File: src/hw/bfp_regs.svh
// Register offsets, field positions, reset values and frame counts
// for the receive backplane frame pulse selector.
// Assumes a 32-bit APB slave with byte addresses; included by bare name.
`ifndef BFP_REGS_SVH
`define BFP_REGS_SVH

// Register byte offsets
`define BFP_CFG_OFF 8'h00
`define BFP_STAT_OFF 8'h04

// Configuration register field positions
`define BFP_CFG_ALT_BIT 0
`define BFP_CFG_CRC_BIT 1
`define BFP_CFG_SIG_BIT 2
`define BFP_CFG_OHM_BIT 3
`define BFP_CFG_DIR_BIT 5
`define BFP_CFG_E1_BIT 8
`define BFP_CFG_ESF_BIT 9
`define BFP_CFG_RISE_BIT 10
`define BFP_CFG_SIGEN_BIT 11
`define BFP_CFG_CRCEN_BIT 12
`define BFP_CFG_MASK 32'h0000_1f2f
`define BFP_CFG_RESET 32'h0000_0020

// Status register field positions
`define BFP_STAT_PULSE_BIT 0
`define BFP_STAT_SLAVE_IN_BIT 1
`define BFP_STAT_MASTER_BIT 2
`define BFP_STAT_BIT_LSB 8
`define BFP_STAT_SIG_LSB 16
`define BFP_STAT_CRC_LSB 21
`define BFP_STAT_T1_LSB 26

// Frame geometry, counted from zero
`define BFP_E1_LAST_BIT 8'hff
`define BFP_T1_LAST_BIT 8'hc0
`define BFP_MF_LAST 5'h0f
`define BFP_SF_LAST 5'h0b
`define BFP_ESF_LAST 5'h17
`define BFP_TS0_LAST 8'h07
`define BFP_TS16_FIRST 8'h80
`define BFP_TS16_LAST 8'h87

`endif

File: src/hw/bfp_pkg.sv
// Types shared by the receive backplane frame pulse selector.
// Assumes the constants of bfp_regs.svh are included where needed.
package bfp_pkg;

    // Frame position flags from the receive framers, same clock domain
    typedef struct packed {
        logic frame_bit1;   // Next backplane bit is bit 1 of a frame
        logic sig_mf_frame1; // Frame starting now is signaling multiframe frame 1
        logic crc_mf_frame1; // Frame starting now is CRC multiframe frame 1
        logic t1_sf_frame1;  // Frame starting now is T1 superframe frame 1
    } bfp_pos_s;

    // Decoded configuration
    typedef struct packed {
        logic alt_suppress;
        logic crc_sel;
        logic sig_sel;
        logic ohm_sel;
        logic slave_dir;
        logic e1_mode;
        logic t1_esf;
        logic rise_edge;
        logic sig_mf_en;
        logic crc_mf_en;
    } bfp_cfg_s;

    typedef logic [7:0] bfp_bit_t;
    typedef logic [4:0] bfp_frame_t;

endpackage : bfp_pkg

File: src/hw/bfp_edge_sync.sv
// Two flip-flop synchroniser with edge pulses for a clock pin.
// Assumes the input is asynchronous to clk and much slower than it.
`timescale 1ns/10ps
module bfp_edge_sync (
    input wire logic clk,      // System clock
    input wire logic rst,      // Synchronous reset, active high
    input wire logic async_in, // Pin level from outside the domain
    output logic level,        // Synchronised level
    output logic rise,         // One-cycle pulse on rising edge
    output logic fall          // One-cycle pulse on falling edge
);
    logic meta_r;
    logic sync_r;
    logic last_r;

    // First stage feeds only the second stage
    always_ff @(posedge clk) begin
        if (rst) begin
            meta_r <= 1'b0;
            sync_r <= 1'b0;
            last_r <= 1'b0;
        end else begin
            meta_r <= async_in;
            sync_r <= meta_r;
            last_r <= sync_r;
        end
    end

    assign level = sync_r;
    assign rise = sync_r & ~last_r;
    assign fall = ~sync_r & last_r;
endmodule : bfp_edge_sync

File: src/hw/bfp_frame_pulse.sv
// Receive backplane frame pulse selector with APB register access.
// Assumes framer position flags arrive on REF_CLK and the backplane
// clock arrives on a pin far slower than REF_CLK.
//
// Functional notes
// Selection bits apply only in master direction
// T1 uses only the signaling selection bit
// T1 signaling select marks superframe first F-bit
// T1 otherwise marks every framing bit
// E1 default marks bit 1 each frame
// E1 CRC select marks CRC multiframe start
// Without CRC framing, still every 16th frame
// E1 signaling select marks signaling multiframe start
// Without signaling framing, still every 16th frame
// Composite rises at signaling, falls after CRC
// Coincident alignments give one-cycle pulse
// Overhead select marks time slots 0, 16
// Direction 0 drives the pulse pin
// Alternate suppression ignored for overhead or input
// Output changes on chosen backplane clock edge
//
// The APB slave port and the register addresses are this design's own decisions.
`timescale 1ns/10ps
`include "bfp_regs.svh"
module bfp_frame_pulse (
    input wire logic REF_CLK,              // System clock, 25 MHz
    input wire logic RESET,                // Synchronous reset, active high
    input wire logic PSEL,                 // APB select
    input wire logic PENABLE,              // APB enable
    input wire logic PWRITE,               // APB direction, high for write
    input wire logic [7:0] PADDR,          // APB byte address
    input wire logic [31:0] PWDATA,        // APB write data
    output logic [31:0] PRDATA,            // APB read data
    output logic PREADY,                   // APB ready
    output logic PSLVERR,                  // APB error on unmapped address
    input wire bfp_pkg::bfp_pos_s FRAMER_POS, // Framer position flags
    input wire logic BACKPLANE_RX_CLOCK,   // Backplane clock pin
    input wire logic BACKPLANE_RX_FRAME_PULSE_I, // Pulse pin input level
    output logic BACKPLANE_RX_FRAME_PULSE_O,     // Pulse pin output level
    output logic BACKPLANE_RX_FRAME_PULSE_OE_N   // Pin enable, low drives
);
    import bfp_pkg::*;

    logic [31:0] cfg_r;
    bfp_cfg_s cfg;
    logic clk_level;
    logic clk_rise;
    logic clk_fall;
    logic step;
    logic slave_level;
    logic [31:0] prdata_r;
    logic pready_r;
    logic pslverr_r;
    logic apb_setup;
    logic apb_done;
    logic addr_ok;
    bfp_bit_t bit_r;
    bfp_bit_t bit_nxt;
    bfp_frame_t sig_r;
    bfp_frame_t sig_nxt;
    bfp_frame_t crc_r;
    bfp_frame_t crc_nxt;
    bfp_frame_t t1_r;
    bfp_frame_t t1_nxt;
    logic frame_start;
    logic sig_first;
    logic crc_first;
    logic t1_first;
    logic overhead;
    logic composite;
    logic comp_r;
    logic comp_nxt;
    logic crc_end_r;
    logic alt_odd_r;
    logic cand;
    logic pulse_nxt;
    logic pulse_r;
    logic oe_n_r;
    logic [1:0] settle_r;
    logic settled;

    // Counts up and wraps after the given last value
    function automatic bfp_frame_t frame_inc(input bfp_frame_t v, input bfp_frame_t last);
        frame_inc = (v == last) ? 5'h00 : v + 5'h01;
    endfunction : frame_inc

    function automatic bfp_bit_t bit_inc(input bfp_bit_t v, input bfp_bit_t last);
        bit_inc = (v == last) ? 8'h00 : v + 8'h01;
    endfunction : bit_inc

    // Suppression never applies to composite or overhead marking
    function automatic logic alt_applies(input bfp_cfg_s c);
        alt_applies = !(c.e1_mode && (c.ohm_sel || (c.sig_sel && c.crc_sel)));
    endfunction : alt_applies

    always_comb begin
        cfg.alt_suppress = cfg_r[`BFP_CFG_ALT_BIT];
        cfg.crc_sel = cfg_r[`BFP_CFG_CRC_BIT];
        cfg.sig_sel = cfg_r[`BFP_CFG_SIG_BIT];
        cfg.ohm_sel = cfg_r[`BFP_CFG_OHM_BIT];
        cfg.slave_dir = cfg_r[`BFP_CFG_DIR_BIT];
        cfg.e1_mode = cfg_r[`BFP_CFG_E1_BIT];
        cfg.t1_esf = cfg_r[`BFP_CFG_ESF_BIT];
        cfg.rise_edge = cfg_r[`BFP_CFG_RISE_BIT];
        cfg.sig_mf_en = cfg_r[`BFP_CFG_SIGEN_BIT];
        cfg.crc_mf_en = cfg_r[`BFP_CFG_CRCEN_BIT];
    end

    bfp_edge_sync u_clk_sync (
        .clk(REF_CLK),
        .rst(RESET),
        .async_in(BACKPLANE_RX_CLOCK),
        .level(clk_level),
        .rise(clk_rise),
        .fall(clk_fall)
    );

    // Slave-mode input is only observed, never used for timing
    bfp_edge_sync u_fp_sync (
        .clk(REF_CLK),
        .rst(RESET),
        .async_in(BACKPLANE_RX_FRAME_PULSE_I),
        .level(slave_level),
        .rise(),
        .fall()
    );

    // Edge pulses are false until the synchroniser has filled after reset
    always_ff @(posedge REF_CLK) begin
        if (RESET) begin
            settle_r <= 2'h0;
        end else if (settle_r != 2'h3) begin
            settle_r <= settle_r + 2'h1;
        end
    end
    assign settled = (settle_r == 2'h3);

    // chosen edge paces all frame and composite state, and pulse state in master direction
    assign step = settled & (cfg.rise_edge ? clk_rise : clk_fall);

    // APB slave: ready rises in the access phase, one wait-free answer
    assign apb_setup = PSEL & ~PENABLE;
    assign apb_done = PSEL & PENABLE & pready_r;
    assign addr_ok = (PADDR == `BFP_CFG_OFF) || (PADDR == `BFP_STAT_OFF);

    always_ff @(posedge REF_CLK) begin
        if (RESET) begin
            pready_r <= 1'b0;
            pslverr_r <= 1'b0;
        end else begin
            pready_r <= apb_setup;
            pslverr_r <= apb_setup & ~addr_ok;
        end
    end

    always_ff @(posedge REF_CLK) begin
        if (RESET) begin
            prdata_r <= 32'h0000_0000;
        end else if (apb_setup && !PWRITE) begin
            case (PADDR)
                `BFP_CFG_OFF: begin
                    prdata_r <= cfg_r;
                end
                `BFP_STAT_OFF: begin
                    prdata_r <= 32'h0000_0000;
                    prdata_r[`BFP_STAT_PULSE_BIT] <= pulse_r;
                    prdata_r[`BFP_STAT_SLAVE_IN_BIT] <= slave_level;
                    prdata_r[`BFP_STAT_MASTER_BIT] <= ~cfg.slave_dir;
                    prdata_r[`BFP_STAT_BIT_LSB +: 8] <= bit_r;
                    prdata_r[`BFP_STAT_SIG_LSB +: 5] <= sig_r;
                    prdata_r[`BFP_STAT_CRC_LSB +: 5] <= crc_r;
                    prdata_r[`BFP_STAT_T1_LSB +: 5] <= t1_r;
                end
                default: begin
                    prdata_r <= 32'h0000_0000;
                end
            endcase
        end
    end

    // Writes land only at the completing access edge
    always_ff @(posedge REF_CLK) begin
        if (RESET) begin
            cfg_r <= `BFP_CFG_RESET;
        end else if (apb_done && PWRITE && PADDR == `BFP_CFG_OFF) begin
            cfg_r <= PWDATA & `BFP_CFG_MASK;
        end
    end

    // Bit and frame position, re-aligned by the framer each frame
    always_comb begin
        if (FRAMER_POS.frame_bit1) begin
            bit_nxt = 8'h00;
        end else begin
            bit_nxt = bit_inc(bit_r, cfg.e1_mode ? `BFP_E1_LAST_BIT : `BFP_T1_LAST_BIT);
        end
        frame_start = (bit_nxt == 8'h00);
        sig_nxt = sig_r;
        crc_nxt = crc_r;
        t1_nxt = t1_r;
        if (frame_start) begin
            // free count keeps every 16th frame
            if (cfg.sig_mf_en && FRAMER_POS.sig_mf_frame1) begin
                sig_nxt = 5'h00;
            end else begin
                sig_nxt = frame_inc(sig_r, `BFP_MF_LAST);
            end
            // free count keeps every 16th frame
            if (cfg.crc_mf_en && FRAMER_POS.crc_mf_frame1) begin
                crc_nxt = 5'h00;
            end else begin
                crc_nxt = frame_inc(crc_r, `BFP_MF_LAST);
            end
            if (FRAMER_POS.t1_sf_frame1) begin
                t1_nxt = 5'h00;
            end else begin
                t1_nxt = frame_inc(t1_r, cfg.t1_esf ? `BFP_ESF_LAST : `BFP_SF_LAST);
            end
        end
    end

    always_ff @(posedge REF_CLK) begin
        if (RESET) begin
            bit_r <= 8'h00;
            sig_r <= 5'h00;
            crc_r <= 5'h00;
            t1_r <= 5'h00;
        end else if (step) begin
            bit_r <= bit_nxt;
            sig_r <= sig_nxt;
            crc_r <= crc_nxt;
            t1_r <= t1_nxt;
        end
    end

    assign sig_first = frame_start && (sig_nxt == 5'h00);
    assign crc_first = frame_start && (crc_nxt == 5'h00);
    assign t1_first = frame_start && (t1_nxt == 5'h00);

    // time slots 0 and 16 of the frame
    assign overhead = (bit_nxt <= `BFP_TS0_LAST) ||
                      ((bit_nxt >= `BFP_TS16_FIRST) && (bit_nxt <= `BFP_TS16_LAST));

    // overhead and CRC bits do not reach T1 decoding
    assign composite = cfg.e1_mode && !cfg.ohm_sel && cfg.sig_sel && cfg.crc_sel;

    // set at signaling start, clear after the CRC bit 1
    // coincident set and clear leaves one bit period high
    always_comb begin
        if (sig_first) begin
            comp_nxt = 1'b1;
        end else if (crc_end_r) begin
            comp_nxt = 1'b0;
        end else begin
            comp_nxt = comp_r;
        end
    end

    always_ff @(posedge REF_CLK) begin
        if (RESET) begin
            comp_r <= 1'b0;
            crc_end_r <= 1'b0;
        end else if (step) begin
            comp_r <= comp_nxt;
            crc_end_r <= crc_first;
        end
    end

    // Selection of what the pulse marks
    always_comb begin
        cand = 1'b0;
        if (cfg.e1_mode) begin
            if (cfg.ohm_sel) begin
                cand = overhead;
            end else if (composite) begin
                cand = comp_nxt;
            // CRC multiframe frame 1
            end else if (cfg.crc_sel) begin
                cand = crc_first;
            // signaling multiframe frame 1
            end else if (cfg.sig_sel) begin
                cand = sig_first;
            // every frame
            end else begin
                cand = frame_start;
            end
        // superframe first framing bit
        end else if (cfg.sig_sel) begin
            cand = t1_first;
        // every framing bit
        end else begin
            cand = frame_start;
        end
    end

    // suppression only for plain pulse modes in master direction
    always_ff @(posedge REF_CLK) begin
        if (RESET) begin
            alt_odd_r <= 1'b0;
        end else if (step && cand && alt_applies(cfg)) begin
            alt_odd_r <= ~alt_odd_r;
        end
    end

    always_comb begin
        pulse_nxt = cand;
        if (cfg.alt_suppress && alt_applies(cfg) && alt_odd_r) begin
            pulse_nxt = 1'b0;
        end
        // selections ignored in slave direction
        if (cfg.slave_dir) begin
            pulse_nxt = 1'b0;
        end
    end

    // output moves on the active backplane edge; slave direction clears it on any REF_CLK edge
    always_ff @(posedge REF_CLK) begin
        if (RESET) begin
            pulse_r <= 1'b0;
        end else if (step) begin
            pulse_r <= pulse_nxt;
        end else if (cfg.slave_dir) begin
            pulse_r <= 1'b0;
        end
    end

    // direction 0 enables the pin driver
    always_ff @(posedge REF_CLK) begin
        if (RESET) begin
            oe_n_r <= 1'b1;
        end else begin
            oe_n_r <= cfg.slave_dir;
        end
    end

    assign PRDATA = prdata_r;
    assign PREADY = pready_r;
    assign PSLVERR = pslverr_r;
    assign BACKPLANE_RX_FRAME_PULSE_O = pulse_r;
    assign BACKPLANE_RX_FRAME_PULSE_OE_N = oe_n_r;

    // Level not used for status; clk_level unused beyond sync
    logic unused_level;
    assign unused_level = clk_level;
endmodule : bfp_frame_pulse

File: config.mk
export PLATFORM = sky130hd
export DESIGN_NAME = bfp_frame_pulse
export DESIGN_NICKNAME = d
export VERILOG_FILES = /design/src/hw/bfp_pkg.sv /design/src/hw/bfp_edge_sync.sv /design/src/hw/bfp_frame_pulse.sv
export VERILOG_INCLUDE_DIRS = /design/src /design/src/hw
export SDC_FILE = /design/constraint.sdc
export NUM_CORES = 1
export LEC_CHECK = 0
export ABC_AREA = 0
export BUFFER_PORTS_ARGS = -buffer_cell sky130_fd_sc_hd__buf_2
export CAP_MARGIN = 20
export CORE_MARGIN = 4
export CORE_UTILIZATION = 51
export DETAILED_ROUTE_END_ITERATION = 7
export PLACE_DENSITY = 0.77
export SLEW_MARGIN = 40
export SYNTH_ARGS = -nofsm -noshare
export SYNTH_HDL_FRONTEND = slang
export SYNTH_SLANG_ARGS = --single-unit
File: constraint.sdc
create_clock -name REF_CLK -period 2.71 [get_ports REF_CLK]
set_input_delay 0.1355 -clock REF_CLK [delete_from_list [all_inputs] [get_ports REF_CLK]]
set_output_delay 0.1355 -clock REF_CLK [all_outputs]
set_load 0.01 [all_outputs]
# After elaboration in Yosys (flattened, before gate mapping)
# Index checks and enable logic that the tools add are counted.
# classes
bitwise	13
n_lt_le_gt_ge	3
mux	27
n_addsub	5
reduce_logical	30
eq_ne	7
# ops
operator	count
case mux 31 bit (2 select lines)	1
two-way mux 5 bit	10
logical AND 1 bit	18
logical NOT 8 bit	2
two-way mux 8 bit	2
adder 5 x 1 -> 5 bit, second input constant	3
logical NOT 5 bit	3
two-way mux 1 bit	13
== test 5 x 4 -> 1 bit, second input constant	2
adder 8 x 1 -> 8 bit, second input constant	1
== test 8 x 3 -> 1 bit, second input constant	1
== test 8 bit	1
>= comparator 8 bit, second input constant	1
less-or-equal comparator 8 x 3 -> 1 bit, second input constant	1
less-or-equal comparator 8 bit, second input constant	1
AND 1 bit	7
two-way mux 6 bit	1
NOT 1 bit	6
== test 5 bit	1
logical NOT 1 bit	3
logical OR 1 bit	3
adder 2 x 1 -> 2 bit, second input constant	1
== test 2 bit, second input constant	1
inequality test 2 bit, second input constant	1
nonzero test 2 bit	1
# totals
in_bits	51
reg_bits	79

# Logic depth before layout (Yosys ltp)
# Gate-level depths: netlist of run 1.
# logic_depth
word_depth	16
mapped_depth	11
depth_no_buf	8

# Modules after synthesis
# Synthesis of run 1 repeated with hierarchy kept, for this count alone.
# hier_totals
cells_unflattened	428
hier_area_um2	3550.9
# modules_own_cells
mod	n_inst	cells_each	area_each_um2	seq_area_each_um2
bfp_frame_pulse	1	412	3368.2	1401.3
bfp_edge_sync	2	8	91.3	60.1

# Worst setup path after synthesis of run 1
# OpenSTA, ideal clock, no wires.
# synth_timing
path_type	register -> register
from	register bit_r[0]
to	register alt_odd_r
path_slack_ps	461
t_required_ps	2587
stages_incl_launch_ff	9
t_arrival_ps	2126
period_less_slack_ps	2249
cell_sequence	dfxtp_1 -> ha_1 -> and3_4 -> a31oi_1 -> nor4b_2 -> o211ai_2 -> a311o_1 -> o21ai_1 -> mux2_1
# synth_between
elab_chain_cells	14
elab_cells_between_ends	28
# synth_lines
item	line_no	text
start: declaration	bfp_frame_pulse.sv:57	bfp_bit_t bit_r;
start signal: assignment	bfp_frame_pulse.sv:229	bit_r <= bit_nxt;
adder 8 x 1 -> 8 bit / == test 8 bit (equally long branches)	bfp_frame_pulse.sv:88	bit_inc = (v == last) ? 8'h00 : v + 8'h01;
two-way mux 8 bit *	bfp_frame_pulse.sv:88	
two-way mux 8 bit *	bfp_frame_pulse.sv:192	if (FRAMER_POS.frame_bit1) begin
logical NOT 8 bit	bfp_frame_pulse.sv:197	frame_start = (bit_nxt == 8'h00);
two-way mux 5 bit	bfp_frame_pulse.sv:201	if (frame_start) begin
logical NOT 5 bit	bfp_frame_pulse.sv:236	assign sig_first = frame_start && (sig_nxt == 5'h00);
logical AND 1 bit	bfp_frame_pulse.sv:236	
two-way mux 1 bit	bfp_frame_pulse.sv:281	end else if (cfg.sig_sel) begin
two-way mux 1 bit	bfp_frame_pulse.sv:278	end else if (cfg.crc_sel) begin
two-way mux 1 bit	bfp_frame_pulse.sv:275	end else if (composite) begin
two-way mux 1 bit	bfp_frame_pulse.sv:273	if (cfg.ohm_sel) begin
two-way mux 1 bit *	bfp_frame_pulse.sv:272	if (cfg.e1_mode) begin
logical AND 1 bit * (2 in series)	bfp_frame_pulse.sv:300	end else if (step && cand && alt_applies(cfg)) begin
end signal: assignment	bfp_frame_pulse.sv:301	alt_odd_r <= ~alt_odd_r;
end: declaration	bfp_frame_pulse.sv:74	logic alt_odd_r;
# Mark *: on every way between the ends. The rest lies on a longest branch, timed or not.
# A chain may end at the register's enable or synchronous reset.

# Final worst setup path of run 1
# layout_timing
from	register bit_r[1]
to	register alt_odd_r
# The elaborated chain is that of the path after synthesis.

==> results of run 1 <==
## registers in the layout (all words and copies together), names as in the netlist
name                           cells
t1_r                               5
BACKPLANE_RX_FRAME_PULSE_O         1
settle_r                           2
u_clk_sync.level                   1
crc_r                              5
cfg_r                             10
sig_r                              5
PSLVERR                            1
u_fp_sync.meta_r                   1
PRDATA                            28
u_fp_sync.level                    1
BACKPLANE_RX_FRAME_PULSE_OE_N      1
comp_r                             1
u_clk_sync.meta_r                  1
u_clk_sync.last_r                  1
PREADY                             1
alt_odd_r                          1
bit_r                              8
crc_end_r                          1
## through the flow
step | hold WS, ns | setup WS (ns) | cell area (um^2) | total power [W] | instances
finish | 0.0133 | 0.211 | 4120 | 0.00229 | 551
global route | 0.0304 | 0.0414 | 4120 | 0.00236 | 551
CTS | 0.0128 | 0.216 | 4120 | 0.00230 | 551
detailed placement | 0.349 | 0.238 | 3840 | 0.00124 | 532
global placement | 0.344 | 0.271 | 3840 | 0.00123 | 532
floorplan | 0.246 | 0.461 | 3550 | 0.00120 | 417
## layout by cell type (no fill, tap or decap), types with 5 or more instances in the layout
master	instances
a31oi_1	6
mux2_2	7
o21ai_0	18
a21oi_1	33
buf_2	60
buf_4	8
nor3_1	8
dfxtp_1	75
nor2_1	63
nor2b_1	9
nand2_1	23
xnor2_1	5
clkbuf_8	10
nand3_1	25
a22oi_1	28
mux2i_1	12
and2_1	6
ha_1	5
## path summary, 6_finish.rpt
check                         end  slack, ns  depth (start not counted)
hold reg to reg   u_fp_sync.level       0.44                          1
hold / removal          cfg_r[11]       0.01                          3
setup / recovery        alt_odd_r       0.21                          8
setup reg to reg        alt_odd_r       0.21                          8
## critical path: stages, from the launching register on
cell	delay, ns
dfxtp_1	0.47
ha_1	0.31
and3_4	0.24
a31oi_1	0.12
nor4b_2	0.37
o211ai_2	0.16
a311o_1	0.30
o21ai_1	0.08
mux2_1	0.32
## area by class of cell
type                            count  area (um^2)  area share [%]
Clock buffer                       10          138            3.34
Clock inverter                      6          111            2.70
Inverter                            4         15.0           0.364
Multi-Input combinational cell    305         1870            45.3
Sequential cell                    75         1500            36.4
Tap cell                           80          100            2.43
Timing Repair Buffer               71          390            9.47
## routing by layer
layer	vias to the layer above	track usage [%]	routed length, um
met5	-	0	0
met4	0	9.80	189
met2	86	33.4	4020
met3	17	4.47	435
met1	1525	25.9	3670
li1	1581	-	-
## cells by family after synthesis
kind of cell    Yosys count  share of synthesized area [%]
xor+xnor                  6                           1.48
fa+ha+maj                 5                           1.77
compound gates          101                           18.5
mux                      20                           5.94
simple gates            169                           24.5
other cells               1                          0.106
flops                    75                           42.4
buf+inv                  37                           5.30
## report_power, final
part | internal (W) | leakage [nW] | total (W) | switching (W)
combinational | 0.0000384 | 0.868 | 0.0000961 | 0.0000576
clock | 0.000638 | 0.123 | 0.00107 | 0.000432
sequential | 0.00111 | 0.606 | 0.00112 | 0.00000586
total | 0.00179 | 1.60 | 0.00229 | 0.000496
## repair_timing
| action | CTS | global route |
|---|---|---|
| hold buffers | 3 | 0 |
| endpoints found under the hold margin | 3 | 0 |
| endpoints found under the setup margin | 0 | 0 |
==> qor.csv, run 1 <==
metric,value,unit
outcome,finished clean,
most common cell in the synthesized netlist,dfxtp_1,
clock buffer count from CTS,9,
WS Path Type,flop to flop,
# rows,30,
endpoints failing hold,0,
GRT Total Usage,20.6,%
Lkg Pwr,1.60,nW
chip width,91.3,um
top cell type's share of synthesized area,42.4,%
Setup Skew,0.0105,ns
Post-CTS Setup Repair Bufs,0,
hpwl dp,5650,um
RSZ-0062 raised after global routing,false,
"top cells by area, synth","dfxtp_1 (42%), nor2_1 (6.7%), a22oi_1 (5.9%), a21oi_1 (4.7%), nand3_1 (3.5%)",
critical path startpoint,bit_r[1],
Worst-path clk slew,0.08,ns
CTS H-tree lvls,3,
CTS resizes,0,
Power Dens Cells,554,nW/um^2
minimum clock period,2.50,ns
DR pass1 iterations,4,
share of post-route cells with drive strength above 1,21.9,%
peak supply drop,0.000361,V
Worst EP required,2.95,ns
fill count,579,
area grow syn2layout,16.5,%
Setup crit end kind,flop,
maximum clock path buffer count,2,
TritonCTS clock tree,built,
HP Class,input port to flop,
antenna fix cells,0,
DIE HEIGHT,91.3,um
Tcrit/Tclk final,92.2,%
die area,8340,um^2
initial antenna violation count,0,
Clock Tree Root,clkbuf_8,
Main synth FF type,dfxtp_1,
Post-synth EDFFs,0,
Mapped Area,3540,um^2
worst skew pair latency,0.36,ns
Setup Viol. Count Final,0,
TritonCTS Sinks,75,
PortBufs,60,
crit path DAT,2.74,ns
min-delay src,PWDATA[11],
Post-Route WL,8320,um
Seq cells post-synth,75,
"Seq/Total Area, Yosys",42.4,%
R2R Path Start,bit_r[1],
Synth top cells by count,"dfxtp_1 (75), nor2_1 (63), a21oi_1 (33)",
Synth Warn #,0,
Max-cap violations,0,
vias per cell,5.82,
Final Slew Violations,0,
cell type with the largest total area after synthesis,dfxtp_1,
final setup TNS,0,ns
Syn Area/Cell,8.55,um^2
wire length per cell,15.1,um
largest net degree at the start of global routing,41,
GP Congestion,0.857,
total global routing overflow,0,
"FFs w/ async S/R, synth",0,%
CP startpoint kind,flop,
nets,522,
vias in the first global route,3053,
Fmax achieved,0.400,GHz
Floorplan Core Area,6760,um^2
Slew @ Worst Pin,0.722,ns
total number of vias,3209,
Final ANT Viol Nets,0,
Synth cell types,57,
"Core Util, Final",61.0,%
I/O pins,87,
Syn Inst Count,414,
DRC viols,0,
crit-path max FO,6,
Initial DRC Count,184,
first-pass GRT wire length,14000,um
relative slew slack,51.8,%
Initial Utilization,52.4,%
(Power assumes the default switching activity.)
==> run 2, diff against run 1 <==
--- a/config.mk
+++ b/config.mk
@@ -9,7 +9,6 @@
 export ABC_AREA = 0
 export BUFFER_PORTS_ARGS = -buffer_cell sky130_fd_sc_hd__buf_2
 export CAP_MARGIN = 20
-export CORE_MARGIN = 4
 export CORE_UTILIZATION = 51
 export DETAILED_ROUTE_END_ITERATION = 7
 export PLACE_DENSITY = 0.77
==> qor.csv, run 2 (synthesis gave the netlist of run 1 again) <==
metric,value,unit,change
Setup Viol. Count Final,0,,unchanged
first-pass GRT wire length,13400,um,"was 14,000 um"
total global routing overflow,0,,unchanged
chip width,85.3,um,was 91.3 um
antenna fix cells,0,,unchanged
Final WS setup,0.197,ns,was 0.211 ns
outcome,finished clean,,unchanged
GP Congestion,0.815,,was 0.857
critical path startpoint,bit_r[1],,unchanged
final instance area,4070,um^2,was 4120 um^2
CTS H-tree lvls,3,,unchanged
Fmax achieved,0.398,GHz,was 0.400 GHz
Setup crit end kind,flop,,unchanged
initial antenna violation count,0,,unchanged
final setup TNS,0,ns,unchanged
CP startpoint kind,flop,,unchanged
met1 usage in global routing,27.9,%,was 25.9%
worst skew pair latency,0.35,ns,was 0.36 ns
Floorplan Core Area,6760,um^2,unchanged
Post-Route WL,8270,um,was 8320 um
Worst EP required,2.95,ns,about the same
GRT Total Usage,23.2,%,was 20.6%
relative slew slack,55.7,%,was 51.8%
Worst-path clk slew,0.08,ns,about the same
Initial DRC Count,174,,was 184
WS Path Type,flop to flop,,unchanged
DR pass1 iterations,5,,was 4
HP Class,input port to flop,,unchanged
# rows,30,,unchanged
maximum clock path buffer count,2,,unchanged
CTS resizes,0,,unchanged
endpoints failing hold,0,,unchanged
wire length per cell,15.0,um,was 15.1 um
hpwl dp,5600,um,was 5650 um
share of post-route cells with drive strength above 1,21.9,%,unchanged
DP Area,3840,um^2,unchanged
Slew @ Worst Pin,0.661,ns,was 0.722 ns
TritonCTS clock tree,built,,unchanged
Initial Utilization,52.4,%,unchanged
met3 global-route usage,4.57,%,was 4.47%
largest net degree at the start of global routing,56,,was 41
Final Slew Violations,0,,unchanged
TritonCTS Sinks,75,,unchanged
minimum clock period,2.51,ns,was 2.50 ns
Place WS,0.211,ns,was 0.238 ns
most frequent cells in the layout,"dfxtp_1 (75), nor2_1 (63), buf_2 (60)",,unchanged
Power Dens Cells,505,nW/um^2,was 554 nW/um^2
max FFs per register,28,,unchanged
hold_ws,0.0143,ns,was 0.0133 ns
busiest grt layer,met2,,unchanged
Critical Path Sink,alt_odd_r,,unchanged
Total Power,0.00206,W,was 0.00229 W
vias per cell,5.92,,was 5.82
peak supply drop,0.000305,V,was 0.000361 V
fill count,611,,was 579
Setup Skew,0.0104,ns,was 0.0105 ns
DRC viols,0,,unchanged
"leading cell type in the layout, fill and taps excluded",dfxtp_1,,unchanged
die area,7280,um^2,was 8340 um^2
R2R Path Start,bit_r[1],,unchanged
clock buffer count from CTS,9,,unchanged
crit-path max FO,6,,unchanged
Lkg Pwr,1.57,nW,was 1.60 nW
Max-cap violations,0,,unchanged
RSZ-0062 raised after global routing,false,,unchanged
reg-to-reg critical path endpoint,alt_odd_r,,unchanged
DIE HEIGHT,85.3,um,was 91.3 um
area grow syn2layout,15.1,%,was 16.5%
PortBufs,60,,unchanged
Final ANT Viol Nets,0,,unchanged
I/O pins,87,,unchanged
Tcrit/Tclk final,92.7,%,was 92.2%
nets,522,,unchanged
vias in the first global route,2998,,"was 3,053"
total number of vias,3264,,"was 3,209"
FF-to-FF setup slack,0.20,ns,was 0.21 ns
R2R depth,8,,unchanged
crit path DAT,2.75,ns,was 2.74 ns
Clock Tree Root,clkbuf_8,,unchanged
grt met2 use,39.7,%,was 33.4%
==> run 2: worst min path at each step <==
| stage | slack [ns] | start | endpoint | depth (start not counted) |
|---|---|---|---|---|
| 2_1_floorplan | 0.25 | RESET | BACKPLANE_RX_FRAME_PULSE_OE_N | 2 |
| 3_3_place_gp | 0.35 | BACKPLANE_RX_CLOCK | u_clk_sync.meta_r | 2 |
| 3_5_place_dp | 0.36 | BACKPLANE_RX_FRAME_PULSE_I | u_fp_sync.meta_r | 2 |
| 4_1_cts | 0.009 | PWDATA[10] | cfg_r[10] | 3 |
| 5_1_grt | 0.02 | PWDATA[2] | cfg_r[2] | 3 |
| 6_report | 0.01 | PWDATA[10] | cfg_r[10] | 3 |
==> run 2: metal layers <==
| metal | up-vias | part of all wire (%) | routed length (um) |
|---|---|---|---|
| met1 | 1581 | 43 | 3590 |
| met3 | 15 | 4.2 | 350 |
| met5 | - | 0 | 0 |
| li1 | 1578 | - | - |
| met2 | 90 | 50 | 4170 |
| met4 | 0 | 2.0 | 166 |
==> run 2: area by class of cell <==
class | count | area, um^2 | share of cell area (%)
clock buffer | 13 | 179 | 4.39
clock inverter | 3 | 20.0 | 0.491
inverter | 4 | 15.0 | 0.369
multi-input combinational | 305 | 1870 | 45.9
sequential | 75 | 1500 | 36.9
tap | 80 | 100 | 2.46
timing repair buffer | 71 | 390 | 9.58
==> run 2: power breakdown <==
part | leakage (nW) | total (W) | internal (W) | switching, W
combinational | 0.868 | 0.0000971 | 0.0000384 | 0.0000587
clock | 0.0977 | 0.000842 | 0.000431 | 0.000411
sequential | 0.606 | 0.00112 | 0.00111 | 0.00000587
==> run 2: timing repair <==
item	CTS	global route
endpoints found under the setup margin	0	0
hold endpoints to repair	3	0
hold buffers	3	0
buffers inserted	0	0
==> run 2: metrics by stage <==
stage | util [%] | instances
CTS | 60.3 | 551
detailed placement | 56.9 | 532
finish | 60.3 | 551
global route | 60.3 | 551
floorplan | - | 417
global placement | 56.9 | 532
==> run 2: critical path, cell delays in order (launching register included) <==
cell,delay [ns]
dfxtp_1,0.46
ha_1,0.32
and3_4,0.24
a31oi_1,0.12
nor4b_2,0.39
o211ai_2,0.16
a311o_1,0.30
o21ai_1,0.08
mux2_1,0.33
==> run 3, diff against run 2 <==
--- a/config.mk
+++ b/config.mk
@@ -6,12 +6,12 @@
 export SDC_FILE = /design/constraint.sdc
 export NUM_CORES = 1
 export LEC_CHECK = 0
-export ABC_AREA = 0
+export ABC_AREA = 1
 export BUFFER_PORTS_ARGS = -buffer_cell sky130_fd_sc_hd__buf_2
 export CAP_MARGIN = 20
 export CORE_UTILIZATION = 51
 export DETAILED_ROUTE_END_ITERATION = 7
-export PLACE_DENSITY = 0.77
+export PLACE_DENSITY = 0.76
 export SLEW_MARGIN = 40
 export SYNTH_ARGS = -nofsm -noshare
 export SYNTH_HDL_FRONTEND = slang
==> qor.csv, run 3 <==
metric,value,unit,change
outcome,finished clean,,unchanged
Met1 Wirelength,4060,um,was 3590 um
vias per cell,5.18,,was 5.92
sequence of cells on the critical path,"ha_1, nand2_1, o21ai_0, nor2_1, nand2_1, nand2_2, nor2_4, nand2_4, or2_1, nand3_1, nand2_1, clkinv_1, nand2_1, nand2_2, nand3_2, nand2_1, inv_1, nor2_1",,"was ha_1, and3_4, a31oi_1, nor4b_2, o211ai_2, a311o_1, o21ai_1, mux2_1"
clock buffer count from CTS,9,,unchanged
RSZ-0062 raised after global routing,false,,unchanged
top cell type's share of synthesized area,41.2,%,was 42.4%
endpoints failing hold,0,,unchanged
final setup TNS,0,ns,unchanged
Buf/Inv on CP,2,,was 0
crit-path max FO,8,,was 6
DP Area,4000,um^2,was 3840 um^2
post-synthesis mux area share,0,%,was 5.94%
largest family of logic cells by synthesized area,simple AND/OR/NAND/NOR gates,,unchanged
wire length per cell,13.0,um,was 15.0 um
CTS H-tree lvls,3,,unchanged
Setup crit end kind,flop,,unchanged
total global routing overflow,0,,unchanged
GP Congestion,0.929,,was 0.815
Fmax achieved,0.414,GHz,was 0.398 GHz
Lkg Pwr,1.86,nW,was 1.57 nW
Worst Hold End,cfg_r[0],,was cfg_r[10]
crit path DAT,2.71,ns,was 2.75 ns
DIE HEIGHT,86.5,um,was 85.3 um
CP startpoint kind,flop,,unchanged
GRT Total Usage,25.3,%,was 23.2%
Crit-path slowest cell,dfxtp_1,,unchanged
relative slew slack,56.9,%,was 55.7%
"leading cell type in the layout, fill and taps excluded",nand2_1,,was dfxtp_1
share of post-route cells with drive strength above 1,18.4,%,was 21.9%
Slew @ Worst Pin,0.646,ns,was 0.661 ns
maximum clock path buffer count,2,,unchanged
sequential cell fraction of total power,50.9,%,was 54.4%
Syn Inst Count,521,,was 414
TritonCTS Sinks,75,,unchanged
Final Slew Violations,0,,unchanged
highest metal used,met4,,unchanged
Setup Skew,0.0119,ns,was 0.0104 ns
PortBufs,60,,unchanged
"top cells by area, synth","dfxtp_1 (41%), nand2_1 (9.5%), o21ai_0 (8.0%), a21oi_1 (7.0%), inv_1 (6.4%)",,"was dfxtp_1 (42%), nor2_1 (6.7%), a22oi_1 (5.9%), a21oi_1 (4.7%), nand3_1 (3.5%)"
reg-to-reg critical path endpoint,alt_odd_r,,unchanged
vias in the first global route,3327,,"was 2,998"
R2R Path Start,bit_r[0],,was bit_r[1]
area grow syn2layout,16.7,%,was 15.1%
max FFs per register,28,,unchanged
Synth Warn #,0,,unchanged
final instance area,4250,um^2,was 4070 um^2
Mapped Area,3640,um^2,was 3540 um^2
Clk pwr share,42.0,%,was 40.9%
"FFs w/ async S/R, synth",0,%,unchanged
met2 routed wirelength,4260,um,was 4170 um
Final ANT Viol Nets,0,,unchanged
hpwl dp,6270,um,was 5600 um
hold path cells,3,,unchanged
peak supply drop,0.000251,V,was 0.000305 V
FF-to-FF setup slack,0.29,ns,was 0.20 ns
WS Path Type,flop to flop,,unchanged
Initial Utilization,53.3,%,was 52.4%
most common cell in the synthesized netlist,nand2_1,,was dfxtp_1
Post-synth EDFFs,0,,unchanged
Post-Synth XOR/XNOR Area,1.20,%,was 1.48%
Top Family by Delay on Critical Path,simple AND/OR/NAND/NOR gates,,was compound AO/OA/AOI/OAI gates
"Seq/Total Area, Yosys",41.2,%,was 42.4%
worst skew pair latency,0.36,ns,was 0.35 ns
Floorplan Core Area,6830,um^2,was 6760 um^2
Synth cell types,39,,was 57
minimum clock period,2.42,ns,was 2.51 ns
die area,7480,um^2,was 7280 um^2
largest net degree at the start of global routing,39,,was 56
adder-cell share of the synthesized area,1.72,%,was 1.77%
I/O pins,87,,unchanged
Seq cells post-synth,75,,unchanged
nets,632,,was 522
Post-Route WL,8830,um,was 8270 um
initial antenna violation count,0,,unchanged
total number of vias,3508,,"was 3,264"
routed wl met3,347,um,was 350 um
sw power,0.000546,W,was 0.000475 W
min-delay src,PWDATA[0],,was PWDATA[10]
Clock Tree Root,clkbuf_8,,unchanged
chip width,86.5,um,was 85.3 um
Worst-path clk slew,0.09,ns,was 0.08 ns
Total Power,0.00226,W,was 0.00206 W
Tcrit/Tclk final,89.2,%,was 92.7%
Synth top cells by count,"nand2_1 (92), dfxtp_1 (75), inv_1 (62)",,"was dfxtp_1 (75), nor2_1 (63), a21oi_1 (33)"
Setup Viol. Count Final,0,,unchanged
Synth Area in Simple Gates,25.1,%,was 24.5%
Syn Area/Cell,6.99,um^2,was 8.55 um^2
post-synthesis compound-gate area fraction,20.2,%,was 18.5%
HP Class,input port to flop,,unchanged
DR pass1 iterations,5,,unchanged
Max-cap violations,0,,unchanged
first-pass GRT wire length,14900,um,"was 13,400 um"
fill count,658,,was 611
Initial DRC Count,187,,was 174
antenna fix cells,0,,unchanged
most frequent cells in the layout,"nand2_1 (92), dfxtp_1 (74), inv_1 (62)",,"was dfxtp_1 (75), nor2_1 (63), buf_2 (60)"
combinational fraction of design power,7.1,%,was 4.7%
Power Dens Cells,532,nW/um^2,was 505 nW/um^2
internal power,0.00172,W,was 0.00158 W
# rows,30,,unchanged
TritonCTS clock tree,built,,unchanged
DRC viols,0,,unchanged
Most common cell on crit path,nand2_1,,
CP peak stage delay,0.44,ns,was 0.46 ns
R2R depth,18,,was 8
Main synth FF type,dfxtp_1,,unchanged
cell type with the largest total area after synthesis,dfxtp_1,,unchanged
Worst EP required,3.00,ns,was 2.95 ns
switching share of power,24.2,%,was 23.1%
[run 3: cell count changes after synthesis, moves of 5 or more]
cell / change
a21oi_1: +18
a22oi_1: -28
and2_1: -6
buf_2: -5
inv_1: +58
mux2_2: -7
mux2i_1: -12
nand2_1: +69
nand2_2: +5
nor2_1: -11
nor2b_1: -9
o21ai_0: +40
o221ai_1: +6
xnor2_1: -5
[run 3: worst max path at each step]
| stage | from | slack (ns) | cells after the start | end |
|---|---|---|---|---|
| 2_1_floorplan | bit_r[1] | 0.69 | 13 | crc_r[1] |
| 3_3_place_gp | cfg_r[8] | 0.35 | 19 | alt_odd_r |
| 3_5_place_dp | cfg_r[8] | 0.27 | 19 | alt_odd_r |
| 4_1_cts | cfg_r[8] | 0.24 | 19 | alt_odd_r |
| 5_1_grt | bit_r[3] | 0.05 | 19 | alt_odd_r |
| 6_report | bit_r[0] | 0.29 | 18 | alt_odd_r |
[run 3: metal layers]
layer,global-route usage [%],vias up
li1,-,1806
met1,31.8,1607
met2,43.0,79
met3,4.57,16
met4,9.85,0
met5,0,-
[run 3: metrics by stage]
stage | cells | setup slack, ns | hold slack, ns | utilization [%]
final | 677 | 0.293 | 0.0339 | 62.2
after global routing | 677 | 0.0485 | 0.0384 | 62.2
after CTS | 677 | 0.238 | 0.0249 | 62.2
after detailed placement | 658 | 0.270 | 0.347 | 58.6
after global placement | 658 | 0.350 | 0.341 | 58.6
after floorplan | 524 | 0.687 | 0.242 | -
[run 3: power groups by stage]
stage          logic [W]  clock network, W  registers (W)
3_5_place_dp    0.000156                 0        0.00118
3_3_place_gp    0.000152                 0        0.00117
5_1_grt         0.000181           0.00102        0.00115
4_1_cts         0.000161          0.000960        0.00115
2_1_floorplan  0.0000883                 0        0.00118
6_report        0.000160          0.000951        0.00115
[run 3: kinds of logic after synthesis]
| group | count (synthesis) |
|---|---|
| xor gates and xnor gates | 5 |
| and+or+nand+nor | 207 |
| buffers and inverters | 94 |
| adders and majority gates | 5 |
| AOI/OAI and AO/OA | 134 |
| DFF | 75 |
| other | 1 |
[run 3: cell type report]
type | count | area, um^2 | area share, %
flip-flops and latches | 75 | 1500 | 35.3
clock buffers | 10 | 128 | 3.00
clock inverters | 6 | 90.1 | 2.12
repair buffers | 69 | 375 | 8.83
inverters | 66 | 250 | 5.89
multi-input cells | 355 | 1790 | 42.0
well taps | 96 | 120 | 2.83
[run 3: repair_timing]
action                                  CTS  global route
hold buffers                              3             0
resized for setup                         0             1
setup buffers                             0             0
endpoints found under the setup margin    0             2
endpoints found under the hold margin     3             0
[run 3: worst min-delay path: cells and delay by family]
kind                   cells  cell delay [ns]
buffers and inverters      1             0.08
and+or+nand+nor            1             0.08
AOI/OAI and AO/OA          1             0.07
